<file path="config.mk">
export PLATFORM = sky130hd
export DESIGN_NAME = fault_limit_response_unit
export DESIGN_NICKNAME = d
export VERILOG_FILES = /design/src/fault_limit_pkg.sv /design/src/fault_limit_response_unit.sv
export VERILOG_INCLUDE_DIRS = /design/src
export SDC_FILE = /design/constraint.sdc
export NUM_CORES = 1
export LEC_CHECK = 0
export BUFFER_PORTS_ARGS = -buffer_cell sky130_fd_sc_hd__buf_4
export CORE_MARGIN = 4
export CORE_UTILIZATION = 61
export CTS_CLUSTER_DIAMETER = 150
export DETAILED_ROUTE_END_ITERATION = 10
export PLACE_DENSITY = 0.88
export SLEW_MARGIN = 10
export SYNTH_ARGS = -nofsm -noshare
export SYNTH_HDL_FRONTEND = slang
export SYNTH_SLANG_ARGS = --single-unit
</file>
<file path="constraint.sdc">
create_clock -name clk -period 3 [get_ports clk]
set_input_delay 0.15 -clock clk [delete_from_list [all_inputs] [get_ports clk]]
set_output_delay 0.15 -clock clk [all_outputs]
set_load 0.05 [all_outputs]
</file>
<file path="src/fault_limit_consts.svh">
// Command codes, field positions, reset values and timing counts of the fault limit block
`ifndef FAULT_LIMIT_CONSTS_SVH
`define FAULT_LIMIT_CONSTS_SVH

// Management bus command codes
`define CMD_OC_LIMIT 8'h46
`define CMD_UC_LIMIT 8'h4B
`define CMD_OT_LIMIT 8'h4F
`define CMD_OT_ACTION 8'h50
`define CMD_OT_WARN 8'h51
`define CMD_UT_WARN 8'h52

// Fault action byte fields
`define ACT_MODE_HI 7
`define ACT_MODE_LO 6
`define ACT_RETRY_HI 5
`define ACT_RETRY_LO 3
`define ACT_DELAY_HI 2
`define ACT_DELAY_LO 0
`define MODE_IGNORE 2'h0
`define MODE_DELAY 2'h1
`define MODE_DISABLE 2'h2
`define MODE_HOLD 2'h3
`define RETRY_NONE 3'h0
`define RETRY_FOREVER 3'h7
`define RETRY_LAST 3'h1

// Reset values
`define RST_OC_LIMIT 16'h7FFF
`define RST_UC_LIMIT 16'h0000
`define RST_OT_LIMIT 16'h7FFF
`define RST_OT_WARN 16'h7FFF
`define RST_UT_WARN 16'h8000
`define RST_OT_ACTION 8'h80

// Timing
`define CLK_HZ 25000000
`define OT_DELAY_UNIT_MS 80
`define OT_RESTART_UNIT_MS 32
`define OT_DELAY_UNIT_CYC (`OT_DELAY_UNIT_MS * (`CLK_HZ / 1000))
`define OT_RESTART_UNIT_CYC (`OT_RESTART_UNIT_MS * (`CLK_HZ / 1000))
`define TIMER_W 24

// Bus framing
`define BUS_ADDR_DEFAULT 7'h20
`define BYTE_BITS 4'h8
`define BYTE_LAST_BIT 4'h7
`define IDX_ADDR 3'h0
`define IDX_CMD 3'h1
`define IDX_DATA_LO 3'h2
`define IDX_DATA_HI 3'h3
`define IDX_MAX 3'h7
`define WORD_WR_COUNT 3'h4
`define BYTE_WR_COUNT 3'h3
`define TX_FILL 8'hFF

`endif

</file>
<file path="src/fault_limit_pkg.sv">
// Types shared by the fault limit block
package fault_limit_pkg;

	typedef enum logic [2:0] {BUS_IDLE, BUS_RX, BUS_RX_ACK, BUS_TX, BUS_TX_ACK, BUS_TX_LOAD} bus_e;

	typedef enum logic [2:0] {OT_RUN, OT_DELAY, OT_SPACE, OT_LATCHED, OT_HOLD} ot_e;

	typedef struct packed {
		logic ot_fault;
		logic ot_warn;
		logic ut_warn;
	} status_s;

	typedef struct packed {
		logic [15:0] oc;
		logic [15:0] uc;
	} limits_s;

endpackage

</file>
<file path="src/fault_limit_response_unit.sv">
// Over-temperature supervision with threshold registers behind a management bus slave
//////////////////////////////////////////////////////////////////////////////////////
// Operation
// Overcurrent threshold word register at 0x46.
// Undercurrent threshold word register at 0x4B.
// Over-temperature fault threshold word at 0x4F.
// Over-temperature warning threshold word at 0x51.
// Under-temperature warning threshold word at 0x52.
// Action byte 0x50; any fault alerts, sets status.
// Mode 00 keeps regulating through fault.
// Mode 01 runs for delay, then retries.
// Mode 10 disables at once, then retries.
// Mode 11 disables while fault persists.
// Retry 000 stays off until cleared.
// Retry 1..6 tries that often, then off.
// Attempts spaced by delay field times unit.
// Retry 111 repeats until disabled or shutdown.
// Units are 80 ms run, 32 ms spacing.
// Warning thresholds set status and alert.
// Host uses word and byte transfers.
`include "fault_limit_consts.svh"

module fault_limit_response_unit #(
	parameter logic [6:0] BUS_ADDR = `BUS_ADDR_DEFAULT,
	parameter int unsigned DELAY_UNIT_CYC = `OT_DELAY_UNIT_CYC,
	parameter int unsigned RESTART_UNIT_CYC = `OT_RESTART_UNIT_CYC
) (
	// Clock and reset
	input wire logic clk,
	input wire logic reset,
	// Management bus pins
	input wire logic scl_in,
	input wire logic sda_in,
	output logic sda_out,
	output logic sda_oe,
	// Measurement and control
	input wire logic [15:0] temp_value,
	input wire logic enable_request,
	input wire logic other_shutdown,
	input wire logic fault_clear,
	// Results
	output logic output_enable,
	output logic alert_out_n,
	output fault_limit_pkg::status_s status,
	output fault_limit_pkg::limits_s limits
);
	import fault_limit_pkg::*;

	////////////////////////////////////////////////////////////////////////////////
	// Pin synchronisers and bus conditions
	logic [1:0] scl_sync_q;
	logic [1:0] sda_sync_q;
	logic scl_prev_q;
	logic sda_prev_q;
	logic scl_s;
	logic sda_s;

	always_ff @(posedge clk)
	begin
		if (reset)
		begin
			scl_sync_q <= 2'h3;
			sda_sync_q <= 2'h3;
			scl_prev_q <= 1'b1;
			sda_prev_q <= 1'b1;
		end
		else
		begin
			scl_sync_q <= {scl_sync_q[0], scl_in};
			sda_sync_q <= {sda_sync_q[0], sda_in};
			scl_prev_q <= scl_sync_q[1];
			sda_prev_q <= sda_sync_q[1];
		end
	end

	assign scl_s = scl_sync_q[1];
	assign sda_s = sda_sync_q[1];

	logic scl_rise;
	logic scl_fall;
	logic bus_start;
	logic bus_stop;
	assign scl_rise = scl_s & ~scl_prev_q;
	assign scl_fall = ~scl_s & scl_prev_q;
	assign bus_start = scl_s & scl_prev_q & sda_prev_q & ~sda_s;
	assign bus_stop = scl_s & scl_prev_q & ~sda_prev_q & sda_s;

	////////////////////////////////////////////////////////////////////////////////
	// Register file
	limits_s lim_q;
	logic [15:0] ot_limit_q;
	logic [15:0] ot_warn_q;
	logic [15:0] ut_warn_q;
	logic [7:0] action_q;
	logic [7:0] cmd_q;
	logic [7:0] data_lo_q;
	logic [7:0] data_hi_q;
	logic [2:0] byte_idx_q;
	logic rw_q;
	logic [15:0] rd_word;
	logic [15:0] wdata;
	logic commit_word;
	logic commit_byte;

	function automatic logic cmd_valid(input logic [7:0] c);
		cmd_valid = (c == `CMD_OC_LIMIT) || (c == `CMD_UC_LIMIT) || (c == `CMD_OT_LIMIT) ||
			(c == `CMD_OT_ACTION) || (c == `CMD_OT_WARN) || (c == `CMD_UT_WARN);
	endfunction

	always_comb
	begin
		case (cmd_q)
			`CMD_OC_LIMIT: rd_word = lim_q.oc;
			`CMD_UC_LIMIT: rd_word = lim_q.uc;
			`CMD_OT_LIMIT: rd_word = ot_limit_q;
			`CMD_OT_ACTION: rd_word = {8'h00, action_q};
			`CMD_OT_WARN: rd_word = ot_warn_q;
			`CMD_UT_WARN: rd_word = ut_warn_q;
			default: rd_word = {`TX_FILL, `TX_FILL};
		endcase
	end

	// Writes land only at stop with the exact length, so a cut-short word never half-updates
	assign wdata = {data_hi_q, data_lo_q};
	assign commit_word = bus_stop && !rw_q && byte_idx_q == `WORD_WR_COUNT &&
		cmd_valid(cmd_q) && cmd_q != `CMD_OT_ACTION;
	assign commit_byte = bus_stop && !rw_q && byte_idx_q == `BYTE_WR_COUNT &&
		cmd_q == `CMD_OT_ACTION;

	always_ff @(posedge clk)
	begin
		if (reset)
		begin
			lim_q.oc <= `RST_OC_LIMIT;
			lim_q.uc <= `RST_UC_LIMIT;
			ot_limit_q <= `RST_OT_LIMIT;
			ot_warn_q <= `RST_OT_WARN;
			ut_warn_q <= `RST_UT_WARN;
			action_q <= `RST_OT_ACTION;
		end
		else if (commit_word)
		begin
			case (cmd_q)
				`CMD_OC_LIMIT: lim_q.oc <= wdata;
				`CMD_UC_LIMIT: lim_q.uc <= wdata;
				`CMD_OT_LIMIT: ot_limit_q <= wdata;
				`CMD_OT_WARN: ot_warn_q <= wdata;
				`CMD_UT_WARN: ut_warn_q <= wdata;
				default: ;
			endcase
		end
		else if (commit_byte)
			action_q <= data_lo_q;
	end

	////////////////////////////////////////////////////////////////////////////////
	// Bus slave
	bus_e bus_q;
	logic [3:0] bit_cnt_q;
	logic [7:0] shift_q;
	logic [7:0] tx_q;
	logic [2:0] tx_idx_q;
	logic sda_oe_q;
	logic sda_out_q;
	logic [7:0] tx_next;

	assign tx_next = (tx_idx_q == `IDX_CMD && cmd_q != `CMD_OT_ACTION) ? rd_word[15:8] : `TX_FILL;

	always_ff @(posedge clk)
	begin
		if (reset)
		begin
			bus_q <= BUS_IDLE;
			bit_cnt_q <= 4'h0;
			byte_idx_q <= `IDX_ADDR;
			shift_q <= 8'h00;
			tx_q <= 8'h00;
			tx_idx_q <= 3'h0;
			rw_q <= 1'b0;
			cmd_q <= `CMD_OC_LIMIT;
			data_lo_q <= 8'h00;
			data_hi_q <= 8'h00;
			sda_oe_q <= 1'b0;
			sda_out_q <= 1'b0;
		end
		else if (bus_stop)
		begin
			bus_q <= BUS_IDLE;
			sda_oe_q <= 1'b0;
			byte_idx_q <= `IDX_ADDR;
		end
		else if (bus_start)
		begin
			bus_q <= BUS_RX;
			bit_cnt_q <= 4'h0;
			byte_idx_q <= `IDX_ADDR;
			sda_oe_q <= 1'b0;
		end
		else
		begin
			case (bus_q)
				BUS_RX:
				begin
					if (scl_rise)
					begin
						shift_q <= {shift_q[6:0], sda_s};
						bit_cnt_q <= bit_cnt_q + 4'h1;
					end
					else if (scl_fall && bit_cnt_q == `BYTE_BITS)
					begin
						bit_cnt_q <= 4'h0;
						bus_q <= BUS_RX_ACK;
						sda_oe_q <= 1'b1;
						if (byte_idx_q != `IDX_MAX)
							byte_idx_q <= byte_idx_q + 3'h1;
						case (byte_idx_q)
							`IDX_ADDR:
							begin
								if (shift_q[7:1] != BUS_ADDR)
								begin
									bus_q <= BUS_IDLE;
									sda_oe_q <= 1'b0;
								end
								else
									rw_q <= shift_q[0];
								tx_idx_q <= 3'h0;
							end
							`IDX_CMD:
							begin
								// Unknown commands are refused with a NACK
								if (cmd_valid(shift_q))
									cmd_q <= shift_q;
								else
								begin
									bus_q <= BUS_IDLE;
									sda_oe_q <= 1'b0;
								end
							end
							`IDX_DATA_LO: data_lo_q <= shift_q;
							`IDX_DATA_HI: data_hi_q <= shift_q;
							default: ;
						endcase
					end
				end
				BUS_RX_ACK:
				begin
					if (scl_fall && rw_q)
					begin
						bus_q <= BUS_TX;
						tx_q <= rd_word[7:0];
						sda_oe_q <= ~rd_word[7];
						tx_idx_q <= `IDX_CMD;
					end
					else if (scl_fall)
					begin
						bus_q <= BUS_RX;
						sda_oe_q <= 1'b0;
					end
				end
				BUS_TX:
				begin
					if (scl_fall && bit_cnt_q == `BYTE_LAST_BIT)
					begin
						bus_q <= BUS_TX_ACK;
						sda_oe_q <= 1'b0;
						bit_cnt_q <= 4'h0;
					end
					else if (scl_fall)
					begin
						tx_q <= {tx_q[6:0], 1'b0};
						sda_oe_q <= ~tx_q[6];
						bit_cnt_q <= bit_cnt_q + 4'h1;
					end
				end
				BUS_TX_ACK:
				begin
					if (scl_rise)
						bus_q <= sda_s ? BUS_IDLE : BUS_TX_LOAD;
				end
				BUS_TX_LOAD:
				begin
					if (scl_fall)
					begin
						bus_q <= BUS_TX;
						tx_q <= tx_next;
						sda_oe_q <= ~tx_next[7];
						if (tx_idx_q != `IDX_MAX)
							tx_idx_q <= tx_idx_q + 3'h1;
					end
				end
				default: bus_q <= BUS_IDLE;
			endcase
		end
	end

	assign sda_out = sda_out_q;
	assign sda_oe = sda_oe_q;

	////////////////////////////////////////////////////////////////////////////////
	// Threshold compare and sticky status
	logic ot_now;
	logic otw_now;
	logic utw_now;
	status_s status_q;
	logic alert_n_q;
	logic [1:0] mode;
	logic [2:0] retry;
	logic [2:0] delay;

	// Linear-format values compared as raw signed words; exponents assumed equal
	assign ot_now = $signed(temp_value) > $signed(ot_limit_q);
	assign otw_now = $signed(temp_value) > $signed(ot_warn_q);
	assign utw_now = $signed(temp_value) < $signed(ut_warn_q);
	assign mode = action_q[`ACT_MODE_HI:`ACT_MODE_LO];
	assign retry = action_q[`ACT_RETRY_HI:`ACT_RETRY_LO];
	assign delay = action_q[`ACT_DELAY_HI:`ACT_DELAY_LO];

	// Set wins over clear so an event in the clearing cycle is kept
	always_ff @(posedge clk)
	begin
		if (reset)
		begin
			status_q <= '0;
			alert_n_q <= 1'b1;
		end
		else
		begin
			status_q.ot_fault <= ot_now | (status_q.ot_fault & ~fault_clear);
			status_q.ot_warn <= otw_now | (status_q.ot_warn & ~fault_clear);
			status_q.ut_warn <= utw_now | (status_q.ut_warn & ~fault_clear);
			alert_n_q <= ~(|status_q);
		end
	end

	assign status = status_q;
	assign alert_out_n = alert_n_q;
	assign limits = lim_q;

	////////////////////////////////////////////////////////////////////////////////
	// Fault response sequencer
	ot_e ot_q;
	logic [2:0] retries_q;
	logic [2:0] units_q;
	logic [`TIMER_W-1:0] cyc_q;
	logic [`TIMER_W-1:0] unit_last;
	logic out_en_q;

	assign unit_last = (ot_q == OT_DELAY) ? `TIMER_W'(DELAY_UNIT_CYC - 1) :
		`TIMER_W'(RESTART_UNIT_CYC - 1);

	always_ff @(posedge clk)
	begin
		if (reset)
		begin
			ot_q <= OT_RUN;
			retries_q <= `RETRY_NONE;
			units_q <= 3'h0;
			cyc_q <= '0;
		end
		else
		begin
			if (units_q != 3'h0 && cyc_q == unit_last)
			begin
				cyc_q <= '0;
				units_q <= units_q - 3'h1;
			end
			else if (units_q != 3'h0)
				cyc_q <= cyc_q + `TIMER_W'(1);
			case (ot_q)
				OT_RUN:
				begin
					if (ot_now && mode == `MODE_DELAY)
					begin
						ot_q <= OT_DELAY;
						units_q <= delay;
						cyc_q <= '0;
					end
					else if (ot_now && mode == `MODE_DISABLE)
					begin
						ot_q <= (retry == `RETRY_NONE) ? OT_LATCHED : OT_SPACE;
						retries_q <= retry;
						units_q <= delay;
						cyc_q <= '0;
					end
					else if (ot_now && mode == `MODE_HOLD)
						ot_q <= OT_HOLD;
				end
				OT_DELAY:
				begin
					if (!ot_now)
						ot_q <= OT_RUN;
					else if (units_q == 3'h0)
					begin
						ot_q <= (retry == `RETRY_NONE) ? OT_LATCHED : OT_SPACE;
						retries_q <= retry;
						units_q <= delay;
						cyc_q <= '0;
					end
				end
				OT_SPACE:
				begin
					if (!enable_request || other_shutdown)
						ot_q <= OT_LATCHED;
					else if (units_q == 3'h0 && !ot_now)
						ot_q <= OT_RUN;
					else if (units_q == 3'h0 && retries_q == `RETRY_LAST)
						ot_q <= OT_LATCHED;
					else if (units_q == 3'h0)
					begin
						// Failed attempt: wait one more spacing before the next
						if (retries_q != `RETRY_FOREVER)
							retries_q <= retries_q - 3'h1;
						units_q <= delay;
						cyc_q <= '0;
					end
				end
				OT_LATCHED:
				begin
					if (fault_clear)
						ot_q <= OT_RUN;
				end
				OT_HOLD:
				begin
					if (!ot_now)
						ot_q <= OT_RUN;
				end
				default: ot_q <= OT_RUN;
			endcase
		end
	end

	// Mode 00 never leaves RUN, so regulation is untouched
	always_ff @(posedge clk)
	begin
		if (reset)
			out_en_q <= 1'b0;
		else
			out_en_q <= enable_request && (ot_q == OT_RUN || ot_q == OT_DELAY);
	end

	assign output_enable = out_en_q;
endmodule // fault_limit_response_unit

</file>
# Word-level counts from Yosys, hierarchy flattened
# Index checks and enable logic that the tools add are counted.
[totals]
regBits = 186
out_inout_bits = 39
wordCells = 290
[op_classes]
bitwise_logic = 27
eq_ne = 72
mux = 86
magnitude_cmp = 3
addsub = 6
n_reduce_logical = 65
[op_table]
columns = ["op", "n"]
rows = [
  ["24-bit two-way mux", 9],
  ["3-bit two-way mux", 41],
  ["8-bit by 7-bit equality test with 1-bit output (second input constant)", 12],
  ["16-bit case mux with 6 select lines", 1],
  ["24-bit case mux with 3 select lines", 1],
  ["2-bit != test (second input constant)", 19],
  ["16-bit greater-than comparator", 2],
  ["3-bit != test (second input constant)", 10],
  ["3-bit case mux with 5 select lines", 2],
  ["6-bit AND reduction", 5],
  ["7-bit two-way mux", 4],
  ["3-bit case mux with 3 select lines", 3],
  ["24-bit by 1-bit adder with 24-bit output (second input constant)", 1],
  ["24-bit by 21-bit equality test with 1-bit output", 1],
  ["21-bit two-way mux", 1],
  ["7-bit case mux with 3 select lines", 1],
  ["7-bit AND reduction", 3],
  ["4-bit two-way mux", 5],
  ["4-bit != test (second input constant)", 5],
  ["3-bit by 2-bit equality test with 1-bit output (second input constant)", 6],
  ["1-bit logical AND", 17],
  ["16-bit less-than comparator", 1],
  ["3-bit by 1-bit equality test with 1-bit output (second input constant)", 5],
  ["3-bit nonzero test", 5],
  ["33 further kinds", 99],
]

# Depth between registers and ports, before layout
[logic_depth]
word_depth = 12
mapped_depth = 11
mapped_depth_nobuf = 9

# Least setup slack after synthesis
# Ideal clock, no wire load.
[synth_path]
kind = "register -> register"
start = "reg ot_limit_q[15]"
end = "reg ot_q[1]"
setup_ps = 121
period_less_slack_ps = 2487
required_time_ps = 2879
path_stages_with_launch = 11
slack_ps = 513
arrival_time_ps = 2367
cell_sequence = "dfxtp_1 inv_1 ha_1 and4_1 nand4_1 a21o_1 a41o_1 buf_2 xor2_1 a211oi_1 mux2_2"
[synth_via]
elab_chain_cells = 6
elab_cells_between_ends = 17
classes_between = "order compare (1); eq/ne (4); mux (6); reduce/logical (6)"
[synth_lines]
columns = ["item", "line", "rtl"]
rows = [
  ["from (decl)", "fault_limit_response_unit.sv:91", "logic [15:0] ot_limit_q;"],
  ["from (signal assigned)", "fault_limit_response_unit.sv:136", "ot_limit_q <= `RST_OT_LIMIT;"],
  ["from (signal assigned)", "fault_limit_response_unit.sv:146", "`CMD_OT_LIMIT: ot_limit_q <= wdata;"],
  ["16-bit greater-than comparator (*)", "fault_limit_response_unit.sv:311", "assign ot_now = $signed(temp_value) > $signed(ot_limit_q);"],
  ["1-bit logical NOT", "-", ""],
  ["1-bit logical AND", "fault_limit_response_unit.sv:404", "else if (units_q == 3'h0 && !ot_now)"],
  ["3-bit two-way mux", "fault_limit_response_unit.sv:404", ""],
  ["3-bit two-way mux", "fault_limit_response_unit.sv:402", "if (!enable_request || other_shutdown)"],
  ["3-bit case mux with 5 select lines", "fault_limit_response_unit.sv:369", "case (ot_q)"],
  ["to (signal assigned)", "fault_limit_response_unit.sv:380", "ot_q <= (retry == `RETRY_NONE) ? OT_LATCHED : OT_SPACE;"],
  ["to (signal assigned)", "fault_limit_response_unit.sv:394", "ot_q <= (retry == `RETRY_NONE) ? OT_LATCHED : OT_SPACE;"],
  ["to (decl)", "fault_limit_response_unit.sv:341", "ot_e ot_q;"],
]
# Every way passes the cells marked *; elsewhere a longest branch is shown, timed or not.
# A chain may end at the register's enable or synchronous reset.

# Worst setup path after layout
# Ends and elaborated chain as after synthesis.

==> impl_summary.txt <==
----------------------------------------------------
[Place]
  Placed cell count ... 1,390
  Post-Place Setup Slack ... 0.267 ns
  Port-buffer cells ... 60
  HPWL after DPL ... 18.4 mm
  GP Congestion ... 0.925

[Setup path]
  Type of the worst setup path ... reg -> reg
  Startpoint of the worst-slack reg-to-reg timing path ... ot_limit_q[15]
  Count of cells along the worst register-to-register path ... 9
  Buffers and inverters on the worst path ... 1
  Family with the most delay on the worst path ... compound AO/OA/AOI/OAI gates
  Highest-delay cell along the critical path ... sky130_fd_sc_hd__a41o_1
  Launching element type of the critical path ... flip-flop
  Flop-to-flop setup slack ... 0.17 ns
  Worst path cell trace ... inv_1 -> ha_1 -> and4_1 -> nand4_1 -> a21o_1 -> a41o_1 -> xor2_1 -> a211oi_1 -> mux2_2
  Maximum fanout encountered on the critical timing path ... 12
  CP peak stage delay ... 0.42 ns
  Worst r2r dst ... ot_q[1]
  Critical Path AT ... 3.16 ns
  Crit. End Element ... flip-flop
  Required @ worst endpoint ... 3.33 ns

[Drt]
  Mean routed wirelength per cell ... 18.6 um
  Post-Route WL ... 26.5 mm
  Number of DRC violations after detailed routing ... 0
  1st-iter DRT viols ... 1,064
  Length of the first detailed-routing pass in iterations ... 6
  Average via count per standard cell ... 6.23
  Antenna-violating nets left ... 0
  Detailed-route via count ... 8,874

[Yosys]
  Number of warnings reported in the yosys synthesis log ... 0
  Share of flip-flops with an asynchronous set or reset ... 0%
  Mean Syn Cell Area ... 8.32 um^2
  Summed instance area of the synthesized netlist ... 9670 um^2
  Number of standard cells after synthesis ... 1,162
  Post-synth EDFFs ... 0
  Unique masters post-synth ... 76
  #FFs+latches synth ... 186
  Number of nets in the synthesized netlist ... 1,249
  Sequential share of the synthesized area ... 38.5%
  Predominant post-synthesis flop cell ... sky130_fd_sc_hd__dfxtp_1

[Global route]
  Initial antenna violation count ... 0
  Number of global-route vias before repair ... 8,290
  Residual overflow from global routing ... 0
  Wire length of the first global-routing pass ... 42.5 mm
  Overall fraction of global-route tracks in use ... 29.4%
  Pin count of the biggest net entering global routing ... 60

[STA]
  Slew at the pin closest to its max-slew limit ... 0.850 ns
  Final worst-path cycle share ... 94.4%
  Final-report max-slew violation count ... 0
  Final Hold Viols ... 0
  RSZ-0062 raised after global routing ... false
  Clock period minus final worst setup slack ... 2.83 ns
  Setup violation total in the final timing report ... 0
  Fmax achieved ... 353 MHz
  Max-slew headroom ... 42.9%
  Sum of negative setup slack ... 0 ns
  PnR worst setup slack ... 0.168 ns
  Worst hold margin ... 0.0391 ns
  Worst setup skew after layout ... 0.00844 ns

[Status]
  Outcome ... completed

[Clocking]
  Clk_lat worst skew ... 0.44 ns
  Maximum clock insertion buffer count ... 2
  Clock tree root buffer cell ... sky130_fd_sc_hd__clkbuf_16
  TritonCTS Buffers ... 17
  TritonCTS clock tree ... built
  H-tree depth ... 4
  # clock sinks ... 186
  CTS clk-pin slew, worst paths ... 0.07 ns

[Floorplan]
  Row count ... 45
  Die Height ... 134 um
  Total Die Area ... 17,900 um^2
  Die boundary width ... 134 um
  Total I/O pin count ... 62
  Starting Density ... 62.9%
  Core Footprint ... 15,400 um^2

[Final layout]
  Fraction of final layout cells with drive strength greater than 1 ... 11.0%
  Antenna fix cells ... 0
  Most common cell after layout, fill and taps aside ... sky130_fd_sc_hd__nand2_1
  Synthesis-to-finish area growth ... 12.8%
  Highest-count cells in the layout ignoring fill and taps ... sky130_fd_sc_hd__nand2_1, sky130_fd_sc_hd__dfxtp_1, sky130_fd_sc_hd__nor2_1, sky130_fd_sc_hd__a21oi_1, sky130_fd_sc_hd__buf_4
  Post-route non-filler standard cell count ... 1,425
  Number of nets at the end of the flow ... 1,288

[Pwr]
  Static leakage ... 4.32 nW
  Logic pwr share ... 7.4%
  Clock group share of total power ... 45.9%
  Share of total power in sequential cells ... 46.7%
  Net Switching ... 1.26 mW
  Switching power share of the total ... 23.2%
  Power density over the cells ... 497 nW/um^2
  Cell Int Power ... 4.17 mW
  Largest vdd supply drop ... 0.000474 V

[Min path]
  Worst min path class ... in -> reg
  WHS Path Cells ... 4
  Critical hold path startpoint ... fault_clear
  Sink of the worst hold path ... status[2]

[Run]
  Maximum capacitance violations ... 0

----------------------------------------------------
==> worst reg2reg max path, cell delays in order, from the launching register on <==
cell and delay, ns:
sky130_fd_sc_hd__dfxtp_1 0.38, sky130_fd_sc_hd__inv_1 0.06, sky130_fd_sc_hd__ha_1 0.31, sky130_fd_sc_hd__and4_1 0.24, sky130_fd_sc_hd__nand4_1 0.14, sky130_fd_sc_hd__a21o_1 0.20, sky130_fd_sc_hd__a41o_1 0.42, sky130_fd_sc_hd__xor2_1 0.22
sky130_fd_sc_hd__a211oi_1 0.38, sky130_fd_sc_hd__mux2_2 0.38
==> cells by family after synthesis <==
group / share of synthesized area, %
other cells: 0.0388
compound gates: 17.7
xor+xnor: 2.72
mux: 4.77
buf+inv: 5.94
flops: 38.5
simple gates: 22.0
fa+ha+maj: 8.28
==> final cells by class <==
type,count,area (um^2)
Sequential cell,186,3720
Timing Repair Buffer,81,641
Inverter,66,248
Clock buffer,20,457
Clock inverter,12,195
Tap cell,211,264
Multi-Input combinational cell,849,5390
Fill cell,1141,4460
==> what timing repair did <==
item,in CTS,in global routing
buffers inserted,0,0
gates resized for setup,0,0
endpoints found under the hold margin,3,0
hold buffers,3,0
==> how the worst max path moves through the flow <==
stage                         from      end  slack, ns  cells after the start
finish              ot_limit_q[15]  ot_q[1]       0.17                      9
global route         ot_limit_q[7]  ot_q[1]       0.08                      9
CTS                 ot_limit_q[15]  ot_q[1]       0.21                      9
detailed placement  ot_limit_q[15]  ot_q[1]       0.27                      9
global placement    ot_limit_q[15]  ot_q[1]       0.39                      9
floorplan           ot_limit_q[15]  ot_q[1]       0.51                     10
==> routing by layer <==
layer,vias up,routed length (um),GRT usage (%)
met2,498,12200,47.2
met5,-,0,0
li1,4158,-,-
met1,4149,10900,40.0
met4,0,787,10.7
met3,69,2590,5.29
==> synth_stat cells, types with 13 or more instances <==
master	number	area share [%]
sky130_fd_sc_hd__nor2b_1	14	0.91
sky130_fd_sc_hd__a221oi_1	17	1.5
sky130_fd_sc_hd__nand2_1	187	7.3
sky130_fd_sc_hd__nand4_1	14	0.91
sky130_fd_sc_hd__inv_1	65	2.5
sky130_fd_sc_hd__o211ai_1	32	2.5
sky130_fd_sc_hd__dfxtp_1	186	38
sky130_fd_sc_hd__nand3_1	43	2.2
sky130_fd_sc_hd__nor2_1	93	3.6
sky130_fd_sc_hd__a21oi_1	91	4.7
sky130_fd_sc_hd__o21ai_0	35	1.8
sky130_fd_sc_hd__clkbuf_1	31	1.2
sky130_fd_sc_hd__ha_1	64	8.3
sky130_fd_sc_hd__xor2_1	16	1.4
sky130_fd_sc_hd__buf_2	14	0.72
sky130_fd_sc_hd__mux2i_1	45	4.7
sky130_fd_sc_hd__a22oi_1	32	2.5
sky130_fd_sc_hd__and2_1	13	0.84
sky130_fd_sc_hd__xnor2_1	14	1.3
==> registers in the layout, summed over array words and instances, names as in the netlist, 2 cells and up <==
signal	count
ut_warn_q	16
action_q	8
retries_q	3
ot_warn_q	16
cmd_q	8
tx_q	7
bit_cnt_q	4
tx_idx_q	3
scl_sync_q	2
data_lo_q	8
units_q	3
data_hi_q	8
status	3
cyc_q	24
shift_q	8
sda_sync_q	2
bus_q	3
ot_limit_q	16
byte_idx_q	3
limits	32
ot_q	3
==> power by group through the flow <==
stage	sequential, mW	combinational, mW	clock, mW
final	2.54	0.403	2.49
after global routing	2.54	0.441	2.59
after CTS	2.53	0.397	2.49
after detailed placement	2.59	0.389	0
after global placement	2.59	0.379	0
after floorplan	2.59	0.297	0
==> through the flow <==
step                utilization [%]  cell area, um^2  power, mW
detailed placement             66.6            10200       2.98
CTS                            71.0            10900       5.42
finish                         71.0            10900       5.43
floorplan                         -             9670       2.88
global placement               66.6            10200       2.97
global route                   71.0            10900       5.57
Power figures use the tool's default switching activity.
